File: config.mk
export PLATFORM = sky130hd
export DESIGN_NAME = fccu_top
export DESIGN_NICKNAME = d
export VERILOG_FILES = /design/src/logic/fccu_pkg.sv /design/src/logic/fccu_top.sv
export SDC_FILE = /design/constraint.sdc
export NUM_CORES = 1
export LEC_CHECK = 0
export BUFFER_PORTS_ARGS = -buffer_cell sky130_fd_sc_hd__buf_4
export CORE_UTILIZATION = 40
export CTS_BUF_LIST = sky130_fd_sc_hd__clkbuf_2 sky130_fd_sc_hd__clkbuf_4 sky130_fd_sc_hd__clkbuf_8
export CTS_CLUSTER_DIAMETER = 80
export CTS_CLUSTER_SIZE = 24
export DETAILED_ROUTE_END_ITERATION = 7
export GPL_TIMING_DRIVEN = 0
export PLACE_DENSITY = 0.63
export SETUP_SLACK_MARGIN = 0.3
export SYNTH_ARGS = -nofsm -noshare
export SYNTH_HDL_FRONTEND = slang
export SYNTH_SLANG_ARGS = --single-unit
export TNS_END_PERCENT = 20
File: constraint.sdc
create_clock -name ref_clk -period 3.19 [get_ports ref_clk]
set_clock_uncertainty 0.2 [all_clocks]
set_input_delay 0.1595 -clock ref_clk [delete_from_list [all_inputs] [get_ports ref_clk]]
set_output_delay 0.1595 -clock ref_clk [all_outputs]
set_load 0.005 [all_outputs]
File: src/logic/fccu_pkg.sv
// What this block does
// - Interrupt on entering read/write result phase
// - Interrupt when seek, relative seek, recalibrate end
// - Interrupt per byte in non-DMA execution
// - Sense interrupt clears interrupt, reports cause
// - Cause codes: poll 0/11, normal 1/00, abnormal 1/01
// - Head bit reads zero in sense status
// - Host senses interrupt after every seek
// - Drive status sense skips execution phase
// - Head unload delay 16n ms, code 0 256
// - Step interval 16-n ms, scaled by rate
// - Head load delay 2n ms, code 0 256
// - Non-DMA bit picks ready bit or DMA request
// - Implied seek before read/write when enabled
// - FIFO disabled by default, byte transfers
// - One poll interrupt after reset, not loaded
// - FIFO threshold 1 to 16, default 1
// - Precomp start track 0 to 255, default 0
// - Version command returns one fixed byte
// - Relative seek steps count, bit selects direction
// - Cylinder becomes old plus count (inward) or minus count (outward) mod 256
// - Only one relative seek at a time
// - Equipment check when stepping out past track 0
package fccu_pkg;
  // Register offsets
  localparam logic [3:0] REG_STATUS = 4'h0;
  localparam logic [3:0] REG_DATA   = 4'h4;
  localparam logic [3:0] REG_CONFIG = 4'h8;
  // Opcodes
  localparam logic [7:0] OP_SPECIFY   = 8'h03;
  localparam logic [7:0] OP_SENSE_DRV = 8'h04;
  localparam logic [7:0] OP_RECAL     = 8'h07;
  localparam logic [7:0] OP_SENSE_INT = 8'h08;
  localparam logic [7:0] OP_SEEK      = 8'h0F;
  localparam logic [7:0] OP_VERSION   = 8'h10;
  localparam logic [7:0] OP_CONFIGURE = 8'h13;
  localparam logic [5:0] REL_SEEK_LOW = 6'h0F;
  // Termination codes
  localparam logic [1:0] TC_NORMAL   = 2'h0;
  localparam logic [1:0] TC_ABNORMAL = 2'h1;
  localparam logic [1:0] TC_INVALID  = 2'h2;
  localparam logic [1:0] TC_POLL     = 2'h3;
  // Configure byte field positions
  localparam int CFG_ISEEK_BIT    = 6;
  localparam int CFG_FIFO_OFF_BIT = 5;
  localparam int CFG_POLL_BIT     = 4;
  // Reset values
  localparam logic       RST_ISEEK    = 1'h0;
  localparam logic       RST_FIFO_OFF = 1'h1;
  localparam logic       RST_POLL     = 1'h0;
  localparam logic [3:0] RST_THR      = 4'h0;
  localparam logic [7:0] RST_PRECOMP  = 8'h00;
  localparam logic [3:0] RST_CODE   = 4'h0;
  // Timing
  localparam int CLK_PERIOD_NS   = 100;
  localparam int UNIT_TIME_NS    = 1000000;
  localparam int UNIT_CYCLES     = (UNIT_TIME_NS + CLK_PERIOD_NS - 1) / CLK_PERIOD_NS;
  localparam int STEP_PULSE_NS   = 3000;
  localparam int STEP_PULSE_CYC  = (STEP_PULSE_NS + CLK_PERIOD_NS - 1) / CLK_PERIOD_NS;
  localparam int STEP_BASE       = 16;
  localparam int UNLOAD_SCALE    = 16;
  localparam int LOAD_SCALE      = 2;
  localparam int CODE0_UNITS     = 256;
  localparam int RECAL_MAX_STEPS = 79;
  // Data rate select
  typedef enum logic [2:0] {
    RATE_500K = 3'h0, RATE_300K = 3'h1, RATE_250K = 3'h2, RATE_1M = 3'h3, RATE_2M = 3'h4
  } fccu_rate_t;
  // Configuration carried to the data path
  typedef struct packed {
    logic       implied_seek_enable;
    logic       fifo_disable;
    logic       poll_disable;
    logic       pio_transfer_select;
    logic [3:0] fifo_threshold;
    logic [7:0] precomp_start_track;
  } fccu_cfg_t;
endpackage : fccu_pkg

File: src/logic/fccu_top.sv
`timescale 1ns/1ps
module fccu_top #(
  parameter int         UNIT_CYCLES  = fccu_pkg::UNIT_CYCLES,
  parameter logic [7:0] VERSION_CODE = 8'hA5  // Arbitrary value
) (
  // Clock and reset
  input  wire logic                ref_clk,
  input  wire logic                rst_n,
  // Register port
  input  wire logic [3:0]          reg_addr,
  input  wire logic [7:0]          reg_wdata,
  input  wire logic                reg_wr,
  input  wire logic                reg_rd,
  output logic      [7:0]          reg_rdata,
  // Data path handshake, same clock
  input  wire fccu_pkg::fccu_rate_t rate_sel,
  input  wire logic                rw_exec_start,
  input  wire logic [7:0]          rw_cyl,
  input  wire logic                rw_exec_end,
  input  wire logic                rw_result_enter,
  input  wire logic                rw_byte_need,
  input  wire logic                rw_byte_done,
  output logic                     rw_go,
  output fccu_pkg::fccu_cfg_t      cfg,
  output logic                     host_transfer_ready,
  output logic                     disk_dma_request,
  output logic                     irq,
  // Drive pins
  input  wire logic                track0_n,
  input  wire logic                write_protect_n,
  output logic                     step,
  output logic                     step_dir,
  output logic                     head_load
);
  generate
    if (UNIT_CYCLES < 8) begin : g_chk
      $error("UNIT_CYCLES too small");
    end
  endgenerate

  localparam int TW = $clog2(UNIT_CYCLES * 2 + 1);

  typedef enum logic [1:0] {
    S_IDLE = 2'h0, S_PARAM = 2'h1, S_EXEC = 2'h2, S_RESULT = 2'h3
  } fccu_cst_t;
  typedef enum logic [1:0] {K_ABS = 2'h0, K_REL = 2'h1, K_RECAL = 2'h2} fccu_kind_t;
  typedef enum logic [2:0] {
    H_IDLE = 3'h0, H_SKREQ = 3'h1, H_SKWAIT = 3'h2, H_LOAD = 3'h3, H_RUN = 3'h4, H_UNLOAD = 3'h5
  } fccu_hst_t;

  fccu_cst_t  st;                 // Command phase
  fccu_kind_t sk_kind;            // Running seek type
  fccu_hst_t  hl;                 // Head state
  logic [7:0] op;                 // Latched opcode
  logic [7:0] prm [3];            // Parameter bytes
  logic [1:0] pidx, need;         // Parameter count
  logic [7:0] res0, res1;         // Result bytes
  logic [1:0] rcnt, ridx;         // Result count, read index
  logic [3:0] step_code, unload_code; // Timing codes
  logic [6:0] load_code;
  logic [TW-1:0] tick_cnt, tick_per;
  logic tick;
  logic [1:0] trk_s, wp_s;        // Pin synchronisers
  logic       at_trk0, wprot;
  logic [7:0] present_cylinder, sk_target, sk_left, exp_cylinder;
  logic [8:0] sk_wait, hl_wait;
  logic [7:0] pul_cnt;
  logic sk_busy, sk_imp, sk_done, sk_done_imp, sk_eqchk;
  logic [1:0] sk_term;
  logic seek_pend, poll_pend, poll_done, pio_pend;
  logic is_rel, exec, cmd_seek_go, imp_go, sense_int, data_wr, data_rd;

  // Parameter count per opcode
  function automatic logic [1:0] nparams(input logic [7:0] o);
    if (o[7] && o[5:0] == fccu_pkg::REL_SEEK_LOW) return 2'h2;
    case (o)
      fccu_pkg::OP_SPECIFY, fccu_pkg::OP_SEEK: return 2'h2;
      fccu_pkg::OP_SENSE_DRV, fccu_pkg::OP_RECAL: return 2'h1;
      fccu_pkg::OP_CONFIGURE: return 2'h3;
      default: return 2'h0;
    endcase
  endfunction

  // Decoded strobes
  assign is_rel    = op[7] && op[5:0] == fccu_pkg::REL_SEEK_LOW;
  assign exec      = st == S_EXEC;
  assign sense_int = exec && op == fccu_pkg::OP_SENSE_INT;
  assign data_wr   = reg_wr && reg_addr == fccu_pkg::REG_DATA;
  assign data_rd   = reg_rd && reg_addr == fccu_pkg::REG_DATA;
  // Seeks refused while the engine is busy
  assign cmd_seek_go = exec && !sk_busy && (is_rel || op == fccu_pkg::OP_SEEK ||
                       op == fccu_pkg::OP_RECAL);
  assign imp_go = hl == H_SKREQ && !sk_busy && !cmd_seek_go;

  // Two-flop pin synchronisers
  always_ff @(posedge ref_clk or negedge rst_n) begin
    if (!rst_n) begin
      trk_s <= 2'h3;
      wp_s  <= 2'h3;
    end else begin
      trk_s <= {trk_s[0], track0_n};
      wp_s  <= {wp_s[0], write_protect_n};
    end
  end
  assign at_trk0 = !trk_s[1];
  assign wprot   = !wp_s[1];

  // Unit period per data rate
  always_comb begin
    case (rate_sel)
      fccu_pkg::RATE_2M:   tick_per = TW'(UNIT_CYCLES / 4 - 1);
      fccu_pkg::RATE_1M:   tick_per = TW'(UNIT_CYCLES / 2 - 1);
      fccu_pkg::RATE_300K: tick_per = TW'(UNIT_CYCLES * 5 / 3 - 1);
      fccu_pkg::RATE_250K: tick_per = TW'(UNIT_CYCLES * 2 - 1);
      default:             tick_per = TW'(UNIT_CYCLES - 1);
    endcase
  end

  // Free running unit tick, scales step, load and unload delays with rate
  always_ff @(posedge ref_clk or negedge rst_n) begin
    if (!rst_n) begin
      tick_cnt <= '0;
      tick     <= 1'b0;
    end else if (tick_cnt >= tick_per) begin
      tick_cnt <= '0;
      tick     <= 1'b1;
    end else begin
      tick_cnt <= tick_cnt + 1'b1;
      tick     <= 1'b0;
    end
  end

  // Command, parameter and result phases
  always_ff @(posedge ref_clk or negedge rst_n) begin
    if (!rst_n) begin
      st   <= S_IDLE;
      op   <= 8'h00;
      pidx <= 2'h0;
      need <= 2'h0;
      ridx <= 2'h0;
      for (int i = 0; i < 3; i++) prm[i] <= 8'h00;
    end else begin
      case (st)
        S_IDLE: if (data_wr) begin
          op   <= reg_wdata;
          need <= nparams(reg_wdata);
          pidx <= 2'h0;
          st   <= nparams(reg_wdata) == 2'h0 ? S_EXEC : S_PARAM;
        end
        S_PARAM: if (data_wr) begin
          prm[pidx] <= reg_wdata;
          pidx      <= pidx + 1'b1;
          if (pidx == need - 1'b1) st <= S_EXEC;
        end
        S_EXEC: begin
          // Drive status and others go straight to results
          ridx <= 2'h0;
          st   <= nparams(op) == 2'h0 && op != fccu_pkg::OP_SENSE_INT &&
                  op != fccu_pkg::OP_VERSION ? S_RESULT :
                  (op == fccu_pkg::OP_SENSE_INT || op == fccu_pkg::OP_VERSION ||
                   op == fccu_pkg::OP_SENSE_DRV) ? S_RESULT : S_IDLE;
        end
        S_RESULT: if (data_rd) begin
          ridx <= ridx + 1'b1;
          if (ridx + 1'b1 == rcnt) st <= S_IDLE;
        end
        default: st <= S_IDLE;
      endcase
    end
  end

  // Result bytes built in the execute cycle
  always_ff @(posedge ref_clk or negedge rst_n) begin
    if (!rst_n) begin
      res0 <= 8'h00;
      res1 <= 8'h00;
      rcnt <= 2'h0;
    end else if (exec) begin
      res1 <= present_cylinder;
      rcnt <= 2'h1;
      case (op)
        fccu_pkg::OP_SENSE_INT: begin
          rcnt <= seek_pend || poll_pend ? 2'h2 : 2'h1;
          if (seek_pend) res0 <= {sk_term, 1'b1, sk_eqchk, 4'h0};
          else if (poll_pend) res0 <= {fccu_pkg::TC_POLL, 6'h00};
          else res0 <= {fccu_pkg::TC_INVALID, 6'h00};
        end
        fccu_pkg::OP_SENSE_DRV:
          res0 <= {1'b0, wprot, 1'b1, at_trk0, 1'b1, prm[0][2], prm[0][1:0]};
        fccu_pkg::OP_VERSION: res0 <= VERSION_CODE;
        default: res0 <= {fccu_pkg::TC_INVALID, 6'h00};
      endcase
    end
  end

  // Specify and configure settings
  always_ff @(posedge ref_clk or negedge rst_n) begin
    if (!rst_n) begin
      step_code   <= fccu_pkg::RST_CODE;
      unload_code <= fccu_pkg::RST_CODE;
      load_code   <= 7'h00;
      cfg      <= '{fccu_pkg::RST_ISEEK, fccu_pkg::RST_FIFO_OFF, fccu_pkg::RST_POLL, 1'b0,
                    fccu_pkg::RST_THR, fccu_pkg::RST_PRECOMP};
    end else if (exec && op == fccu_pkg::OP_SPECIFY) begin
      step_code   <= prm[0][7:4];
      unload_code <= prm[0][3:0];
      load_code   <= prm[1][7:1];
      cfg.pio_transfer_select <= prm[1][0];
    end else if (exec && op == fccu_pkg::OP_CONFIGURE) begin
      cfg.implied_seek_enable <= prm[1][fccu_pkg::CFG_ISEEK_BIT];
      cfg.fifo_disable        <= prm[1][fccu_pkg::CFG_FIFO_OFF_BIT];
      cfg.poll_disable        <= prm[1][fccu_pkg::CFG_POLL_BIT];
      cfg.fifo_threshold      <= prm[1][3:0];
      cfg.precomp_start_track <= prm[2];
    end
  end

  // Seek engine: absolute, relative, recalibrate, implied
  always_ff @(posedge ref_clk or negedge rst_n) begin
    if (!rst_n) begin
      sk_busy <= 1'b0; sk_imp <= 1'b0; sk_done <= 1'b0; sk_done_imp <= 1'b0;
      sk_kind <= K_ABS; sk_target <= 8'h00; sk_left <= 8'h00; sk_wait <= 9'h000;
      sk_term <= fccu_pkg::TC_NORMAL; sk_eqchk <= 1'b0;
      present_cylinder <= 8'h00; exp_cylinder <= 8'h00;
      step <= 1'b0; step_dir <= 1'b0; pul_cnt <= 8'h00;
    end else begin
      sk_done     <= 1'b0;
      sk_done_imp <= 1'b0;
      if (cmd_seek_go || imp_go) begin
        sk_busy   <= 1'b1;
        sk_imp    <= imp_go;
        sk_wait   <= 9'h000;
        sk_target <= imp_go ? rw_cyl : prm[1];
        sk_kind   <= imp_go || op == fccu_pkg::OP_SEEK ? K_ABS : is_rel ? K_REL : K_RECAL;
        sk_left   <= is_rel ? prm[1] : 8'(fccu_pkg::RECAL_MAX_STEPS);
        step_dir  <= is_rel && op[6];
        exp_cylinder <= op[6] ? present_cylinder + prm[1] : present_cylinder - prm[1];
        if (!imp_go && op == fccu_pkg::OP_RECAL) present_cylinder <= 8'h00;
      end else if (pul_cnt != 8'h00) begin
        pul_cnt <= pul_cnt - 1'b1;
        if (pul_cnt == 8'h01) step <= 1'b0;
      end else if (sk_wait != 9'h000) begin
        if (tick) sk_wait <= sk_wait - 1'b1;
      end else if (sk_busy) begin
        // Either finish or issue one more step
        if ((sk_kind == K_ABS && present_cylinder == sk_target) ||
            (sk_kind == K_REL && sk_left == 8'h00) || (sk_kind == K_RECAL && at_trk0)) begin
          sk_busy <= 1'b0;
          sk_done <= !sk_imp;
          sk_done_imp <= sk_imp;
          sk_term <= fccu_pkg::TC_NORMAL;
          sk_eqchk <= 1'b0;
        end else if ((sk_kind == K_REL && !step_dir && at_trk0) ||
                     (sk_kind == K_RECAL && sk_left == 8'h00)) begin
          sk_busy <= 1'b0;
          sk_done <= !sk_imp;
          sk_term  <= fccu_pkg::TC_ABNORMAL;
          sk_eqchk <= 1'b1;
        end else begin
          step    <= 1'b1;
          pul_cnt <= 8'(fccu_pkg::STEP_PULSE_CYC);
          sk_wait <= step_code == 4'h0 ? 9'(fccu_pkg::STEP_BASE) :
                     9'(fccu_pkg::STEP_BASE) - {5'h00, step_code};
          if (sk_kind != K_REL) sk_left <= sk_left - 1'b1;
          else sk_left <= sk_left - 1'b1;
          if (sk_kind == K_ABS) step_dir <= present_cylinder < sk_target;
          if (sk_kind == K_RECAL) step_dir <= 1'b0;
          // Wraps modulo 256, no compare for relative
          if (sk_kind == K_RECAL) present_cylinder <= 8'h00;
          else if (sk_kind == K_ABS ? present_cylinder < sk_target : step_dir)
            present_cylinder <= present_cylinder + 1'b1;
          else present_cylinder <= present_cylinder - 1'b1;
        end
      end
    end
  end

  // Head load, implied seek and head unload timing
  always_ff @(posedge ref_clk or negedge rst_n) begin
    if (!rst_n) begin
      hl <= H_IDLE; hl_wait <= 9'h000; head_load <= 1'b0; rw_go <= 1'b0;
    end else begin
      rw_go <= 1'b0;
      case (hl)
        H_IDLE, H_UNLOAD: begin
          if (hl == H_UNLOAD && tick && hl_wait != 9'h000) hl_wait <= hl_wait - 1'b1;
          if (rw_exec_start) begin
            if (cfg.implied_seek_enable && present_cylinder != rw_cyl) hl <= H_SKREQ;
            else if (head_load) begin
              hl <= H_RUN;
              rw_go <= 1'b1;
            end else hl <= H_LOAD;
            hl_wait <= load_code == 7'h00 ? 9'(fccu_pkg::CODE0_UNITS) :
                       9'(fccu_pkg::LOAD_SCALE) * {2'h0, load_code};
          end else if (hl == H_UNLOAD && hl_wait == 9'h000) begin
            head_load <= 1'b0;
            hl <= H_IDLE;
          end
        end
        H_SKREQ: if (imp_go) hl <= H_SKWAIT;
        H_SKWAIT: if (sk_done_imp) hl <= head_load ? H_RUN : H_LOAD;
        H_LOAD: begin
          head_load <= 1'b1;
          if (tick && hl_wait != 9'h000) hl_wait <= hl_wait - 1'b1;
          if (hl_wait == 9'h000) begin
            rw_go <= 1'b1;
            hl <= H_RUN;
          end
        end
        H_RUN: if (rw_exec_end) begin
          hl <= H_UNLOAD;
          hl_wait <= unload_code == 4'h0 ? 9'(fccu_pkg::CODE0_UNITS) :
                     9'(fccu_pkg::UNLOAD_SCALE) * {5'h00, unload_code};
        end
        default: hl <= H_IDLE;
      endcase
    end
  end

  // Pending causes, polling after reset; set wins over clear
  always_ff @(posedge ref_clk or negedge rst_n) begin
    if (!rst_n) begin
      seek_pend <= 1'b0; poll_pend <= 1'b0; poll_done <= 1'b0;
    end else begin
      if (sk_done) seek_pend <= 1'b1;
      else if (sense_int) seek_pend <= 1'b0;
      if (!cfg.poll_disable && !poll_done && !head_load) begin
        poll_pend <= 1'b1;
        poll_done <= 1'b1;
      end else if (sense_int && !seek_pend) poll_pend <= 1'b0;
    end
  end

  // Interrupt line
  always_ff @(posedge ref_clk or negedge rst_n) begin
    if (!rst_n) irq <= 1'b0;
    else if (sk_done || rw_result_enter || (rw_byte_need && cfg.pio_transfer_select) ||
             (!cfg.poll_disable && !poll_done && !head_load)) irq <= 1'b1;
    else if (sense_int || (rw_byte_done && cfg.pio_transfer_select)) irq <= 1'b0;
  end

  // Byte transfer signalling per mode
  always_ff @(posedge ref_clk or negedge rst_n) begin
    if (!rst_n) begin
      pio_pend <= 1'b0; disk_dma_request <= 1'b0; host_transfer_ready <= 1'b0;
    end else begin
      if (rw_byte_need && cfg.pio_transfer_select) pio_pend <= 1'b1;
      else if (rw_byte_done) pio_pend <= 1'b0;
      if (rw_byte_need && !cfg.pio_transfer_select) disk_dma_request <= 1'b1;
      else if (rw_byte_done) disk_dma_request <= 1'b0;
      host_transfer_ready <= st != S_EXEC || pio_pend;
    end
  end

  // Register read port
  always_ff @(posedge ref_clk or negedge rst_n) begin
    if (!rst_n) reg_rdata <= 8'h00;
    else if (reg_rd && reg_addr == fccu_pkg::REG_STATUS)
      reg_rdata <= {host_transfer_ready, st == S_RESULT, pio_pend, st != S_IDLE,
                    sk_busy, head_load, 2'h0};
    else if (data_rd && st == S_RESULT) reg_rdata <= ridx == 2'h0 ? res0 : res1;
    else if (reg_rd && reg_addr == fccu_pkg::REG_CONFIG) reg_rdata <= present_cylinder;
    else reg_rdata <= 8'h00;
  end

  // Checks
  property p_sense_clr;
    @(posedge ref_clk) disable iff (!rst_n)
    sense_int && !sk_done && !rw_result_enter && !rw_byte_need && poll_done |=> !irq;
  endproperty
  a_sense_clr: assert property (p_sense_clr) else $error("irq not cleared");
  property p_seek_irq;
    @(posedge ref_clk) disable iff (!rst_n) sk_done |=> irq ##0 seek_pend;
  endproperty
  a_seek_irq: assert property (p_seek_irq) else $error("no seek irq");
  property p_res_irq;
    @(posedge ref_clk) disable iff (!rst_n) rw_result_enter |=> irq;
  endproperty
  a_res_irq: assert property (p_res_irq) else $error("no result irq");
  property p_pio;
    @(posedge ref_clk) disable iff (!rst_n)
    rw_byte_need && cfg.pio_transfer_select |=> irq && pio_pend && !disk_dma_request[*1];
  endproperty
  a_pio: assert property (p_pio) else $error("pio signalling wrong");
  property p_drv;
    @(posedge ref_clk) disable iff (!rst_n)
    exec && op == fccu_pkg::OP_SENSE_DRV |=> st == S_RESULT && rcnt == 2'h1;
  endproperty
  a_drv: assert property (p_drv) else $error("drive sense not direct");
  property p_ver;
    @(posedge ref_clk) disable iff (!rst_n)
    exec && op == fccu_pkg::OP_VERSION |=> res0 == VERSION_CODE ##1 st == S_RESULT;
  endproperty
  a_ver: assert property (p_ver) else $error("bad version byte");
  property p_rel_cyl;
    @(posedge ref_clk) disable iff (!rst_n)
    $fell(sk_busy) && sk_kind == K_REL && sk_term == fccu_pkg::TC_NORMAL |->
      present_cylinder == exp_cylinder;
  endproperty
  a_rel_cyl: assert property (p_rel_cyl) else $error("relative cylinder wrong");
  property p_head0;
    @(posedge ref_clk) disable iff (!rst_n)
    sense_int && seek_pend |=> res0[2] == 1'b0 && res0[5];
  endproperty
  a_head0: assert property (p_head0) else $error("head bit set");
endmodule : fccu_top

==> results.md <==
* XOR/XNOR share of the synthesized area at 0.0316
* Req. time, crit path at approximately 3.4 ns
* Worst-skew pair later-pin latency at 0.48 ns
* Flops & latches, synth at 188
* Final #Nets at ~1200
* Worst Setup End Kind: register
* Multiplexer share of the synthesized area at 0.0932
* Final Instance Count excl. Fillers at 1479
* Share of the synthesized area in the top cell type at 0.460
* P per Cell Area at 669 nW/um2
* Synth unique cells at 66
* CP Launch Type: register
* Failing checks: negative setup slack
* CP startpoint: present_cylinder[5]
* Sw frac at 0.375
* YS warnings at 0
* Worst setup path endpoint: present_cylinder[7]
* Grt ovf at 0
* Die Width at roughly 160 um
* Pre-CTS setup slack at -0.349 ns
* Final Slew Violations at 0
* Max Clock Freq at 301 MHz
* Crit Path Class: register to register
* Post-synthesis async set-or-reset flop share at 1.00
* Global-route wire length before repair at between 40 and 50 mm
* Minimum clock period at 3.32 ns
* Number of H-tree levels at 4
* Synth cell count leaders: 183 x dfrtp_1, 111 x nand2_1, 83 x nor2_1
* Antenna Cells at 0
* CTS sink cnt at 188
* Synth Area in Simple Gates at 0.182
* Layout cells sized above 1 at 0.212
* Worst flop-to-flop path endpoint: present_cylinder[7]
* Initial DRC count at about 540
* CP cell instances: ha_4 -> a211o_1 -> o211ai_1 -> buf_4 -> and4_4 -> nor2_4 -> buf_6 -> ha_4 -> nand3_2 -> o211ai_1 -> o41ai_2 -> nor3_1 -> or4_1 -> nand3_1
* Netlist Area Pre-Place at 9960 um2
* Syn Inst Count at 1012
* FF-to-FF setup slack at -0.13 ns
* Avg Vias per Cell at between 5 and 6
* Pre-Repair DR Iteration Count at 5
* WP depth at 14
* Hpwl dp at about 17 mm
* Max clock buf depth at 2
* CP max FO at 7
* Multi-input logic area at 5160 um2
* Syn Area/Cell at 9.85 um2
* Total power at between 0.008 and 0.009 W
* Row count at 57
* Dominant cell type by area after synthesis: dfrtp_1
* CP max stage cell: or4_1
* Largest family of logic cells by synthesized area: simple AND/OR/NAND/NOR gates
* Mean routed wirelength per cell at 16.8 um
* Largest net degree at the start of global routing at 118
* Die Y at approximately 160 um
* Port bufs at 62
* Primary FF master, synth: dfrtp_1
* Reg2reg path depth at 14
* Reg area at 4720 um2
* Critical Path AT at between 3 and 4 ns
* Post-route ant nets at 0
* Worst r2r src: present_cylinder[5]
* Crit share post-route at 1.04
* Max_slew headroom at 0.358
* Sequential share of power at 0.425
* Initial antenna violation count at 0
* Final core utilization at 0.491
* Net Count, Synth at 1086
* Routed vias at 8033
* Sequential-to-total area share from yosys stat at 0.473
* Die footprint at ~26000 um2
* Buf/Inv on CP at 2
* Initial Util at 0.409
* Max stage delay on crit path at 0.47 ns
* Layout fillers at 2297
* Num ports at 65
* Power Internal at 0.00501 W
* Clk pin slew, worst setup/hold paths at 0.11 ns
* Root Buffer: clkbuf_8
* P_sw at between 0.003 and 0.004 W
* Drt total wl at 24.9 mm
* TNS Setup at -0.228 ns
* TritonCTS Buffers at 17
* Final setup viols at 2
* Adder-cell share of the synthesized area at 0.0510
* Least-Margin Pin Slew at 0.955 ns
* CTS tree: built
* DRC Markers at 0
* Crit-path leading delay family: simple AND/OR/NAND/NOR gates
* GRT Overall Usage at 0.200
* RSZ-0062 raised after global routing: yes
* Status: finished with violations
* Core box area at 24400 um2
* GP Congestion at 0.887
* Number of synthesized flops with an enable pin at 0
* Worst setup margin at -0.132 ns
* Vias in the first global route at 7698
* Most common cell in the netlist: dfrtp_1
* HP Class: primary input to async pin
* Compound-Gate Fraction of Synth Area at 0.138
* Peak supply drop at 0.000296 V
* Hold Fails Final Rpt at 0
* Leak at ~5.5 nW
* Layout area overhead at 20.2%
* Max-Cap Viols at 0
* Clock network fraction of total power at 0.218
* Cells after DPL at 1399
* Combinational power share at 0.358
* Largest cells by area after synthesis: dfrtp_1 46%, mux2_2 7.9%, ha_1 4.9%
per-layer routing:
layer / up-vias / global-route usage / part of all wire
met1: 3950 / 0.294 / 0.49
met5: - / 0 / 0
li1: 3900 / - / -
met4: 0 / 0.0442 / 0.012
met3: 19 / 0.0345 / 0.045
met2: 164 / 0.306 / 0.45
cell families after synthesis:
group | count (synthesis)
buf+inv | 82
flops | 188
mux | 84
fa+ha+maj | 40
simple gates | 365
xor+xnor | 36
compound gates | 217
worst register-to-register path: stages, from the launching register on:
cell and delay, ns:
dfrtp_2 0.46, ha_4 0.25, a211o_1 0.25, o211ai_1 0.11, buf_4 0.15, and4_4 0.23
nor2_4 0.08, buf_6 0.13, ha_4 0.25, nand3_2 0.08, o211ai_1 0.14, o41ai_2 0.28
nor3_1 0.10, or4_1 0.47, nand3_1 0.08
repair_timing:
item	in CTS	in global routing
pin swaps	16	11
gates resized for setup	33	24
hold buffers	29	0
endpoints found under the setup margin	45	59
setup buffers	12	7
hold endpoints to repair	133	0
power groups by stage:
| stage | Clock, W | Sequential [W] | Combinational (W) |
|---|---|---|---|
| after detailed placement | 0 | 0.00344 | 0.00255 |
| final | 0.00174 | 0.00340 | 0.00286 |
| after global routing | 0.00187 | 0.00348 | 0.00321 |
| after global placement | 0 | 0.00342 | 0.00250 |
| after floorplan | 0 | 0.00326 | 0.00196 |
| after CTS | 0.00178 | 0.00339 | 0.00275 |
through the flow:
step | area [um2] | hold slack [ns]
2_1_floorplan | 10000 | -0.336
3_3_place_gp | 10900 | 0.0685
3_5_place_dp | 10900 | -0.0347
4_1_cts | 11800 | 0.0154
5_1_grt | 12000 | 0.0398
6_report | 12000 | 0.0178
worst min-delay path by stage:
stage                         from        to  slack, ns
after floorplan              rst_n    cfg[0]      -0.34
after global placement    track0_n  trk_s[0]       0.07
after detailed placement     rst_n    cfg[1]      -0.03
after CTS                    rst_n    cfg[1]       0.02
after global routing         rst_n    cfg[1]       0.04
final                        rst_n    cfg[1]       0.02
flip-flops by register name, indices dropped and copies added (netlist names), 9 cells and up:
| signal | cells |
|---|---|
| cfg | 16 |
| hl_wait | 9 |
| prm | 24 |
| sk_wait | 9 |
| tick_cnt | 15 |
cell type report:
cell class / count / area share
Multi-Input combinational cell: 742 / 0.431
Timing Repair Buffer: 111 / 0.0782
Clock buffer: 19 / 0.0208
Sequential cell: 188 / 0.394
Tap cell: 324 / 0.0338
Buffer: 40 / 0.0143
Inverter: 42 / 0.0132
Clock inverter: 13 / 0.0148
layout by cell type, fill, tap and decap left out, drive strengths merged, types with 6 or more instances in the layout:
| cell type | n |
|---|---|
| nand3 | 34 |
| nor2 | 83 |
| mux2i | 14 |
| o31ai | 7 |
| nand4 | 9 |
| xnor2 | 22 |
| inv | 49 |
| o21ai | 68 |
| or3 | 17 |
| nand2 | 111 |
| a221oi | 7 |
| a21o | 18 |
| ha | 39 |
| a31oi | 11 |
| clkbuf | 54 |
| nor4 | 14 |
| a211oi | 9 |
| dfrtp | 183 |
| buf | 87 |
| a21oi | 49 |
| nor3 | 29 |
| and3 | 8 |
| mux2 | 70 |
| xor2 | 14 |
| dlygate4sd3 | 29 |
| nand2b | 13 |
| or4 | 6 |
| nor2b | 11 |
(Power assumes the default switching activity.)
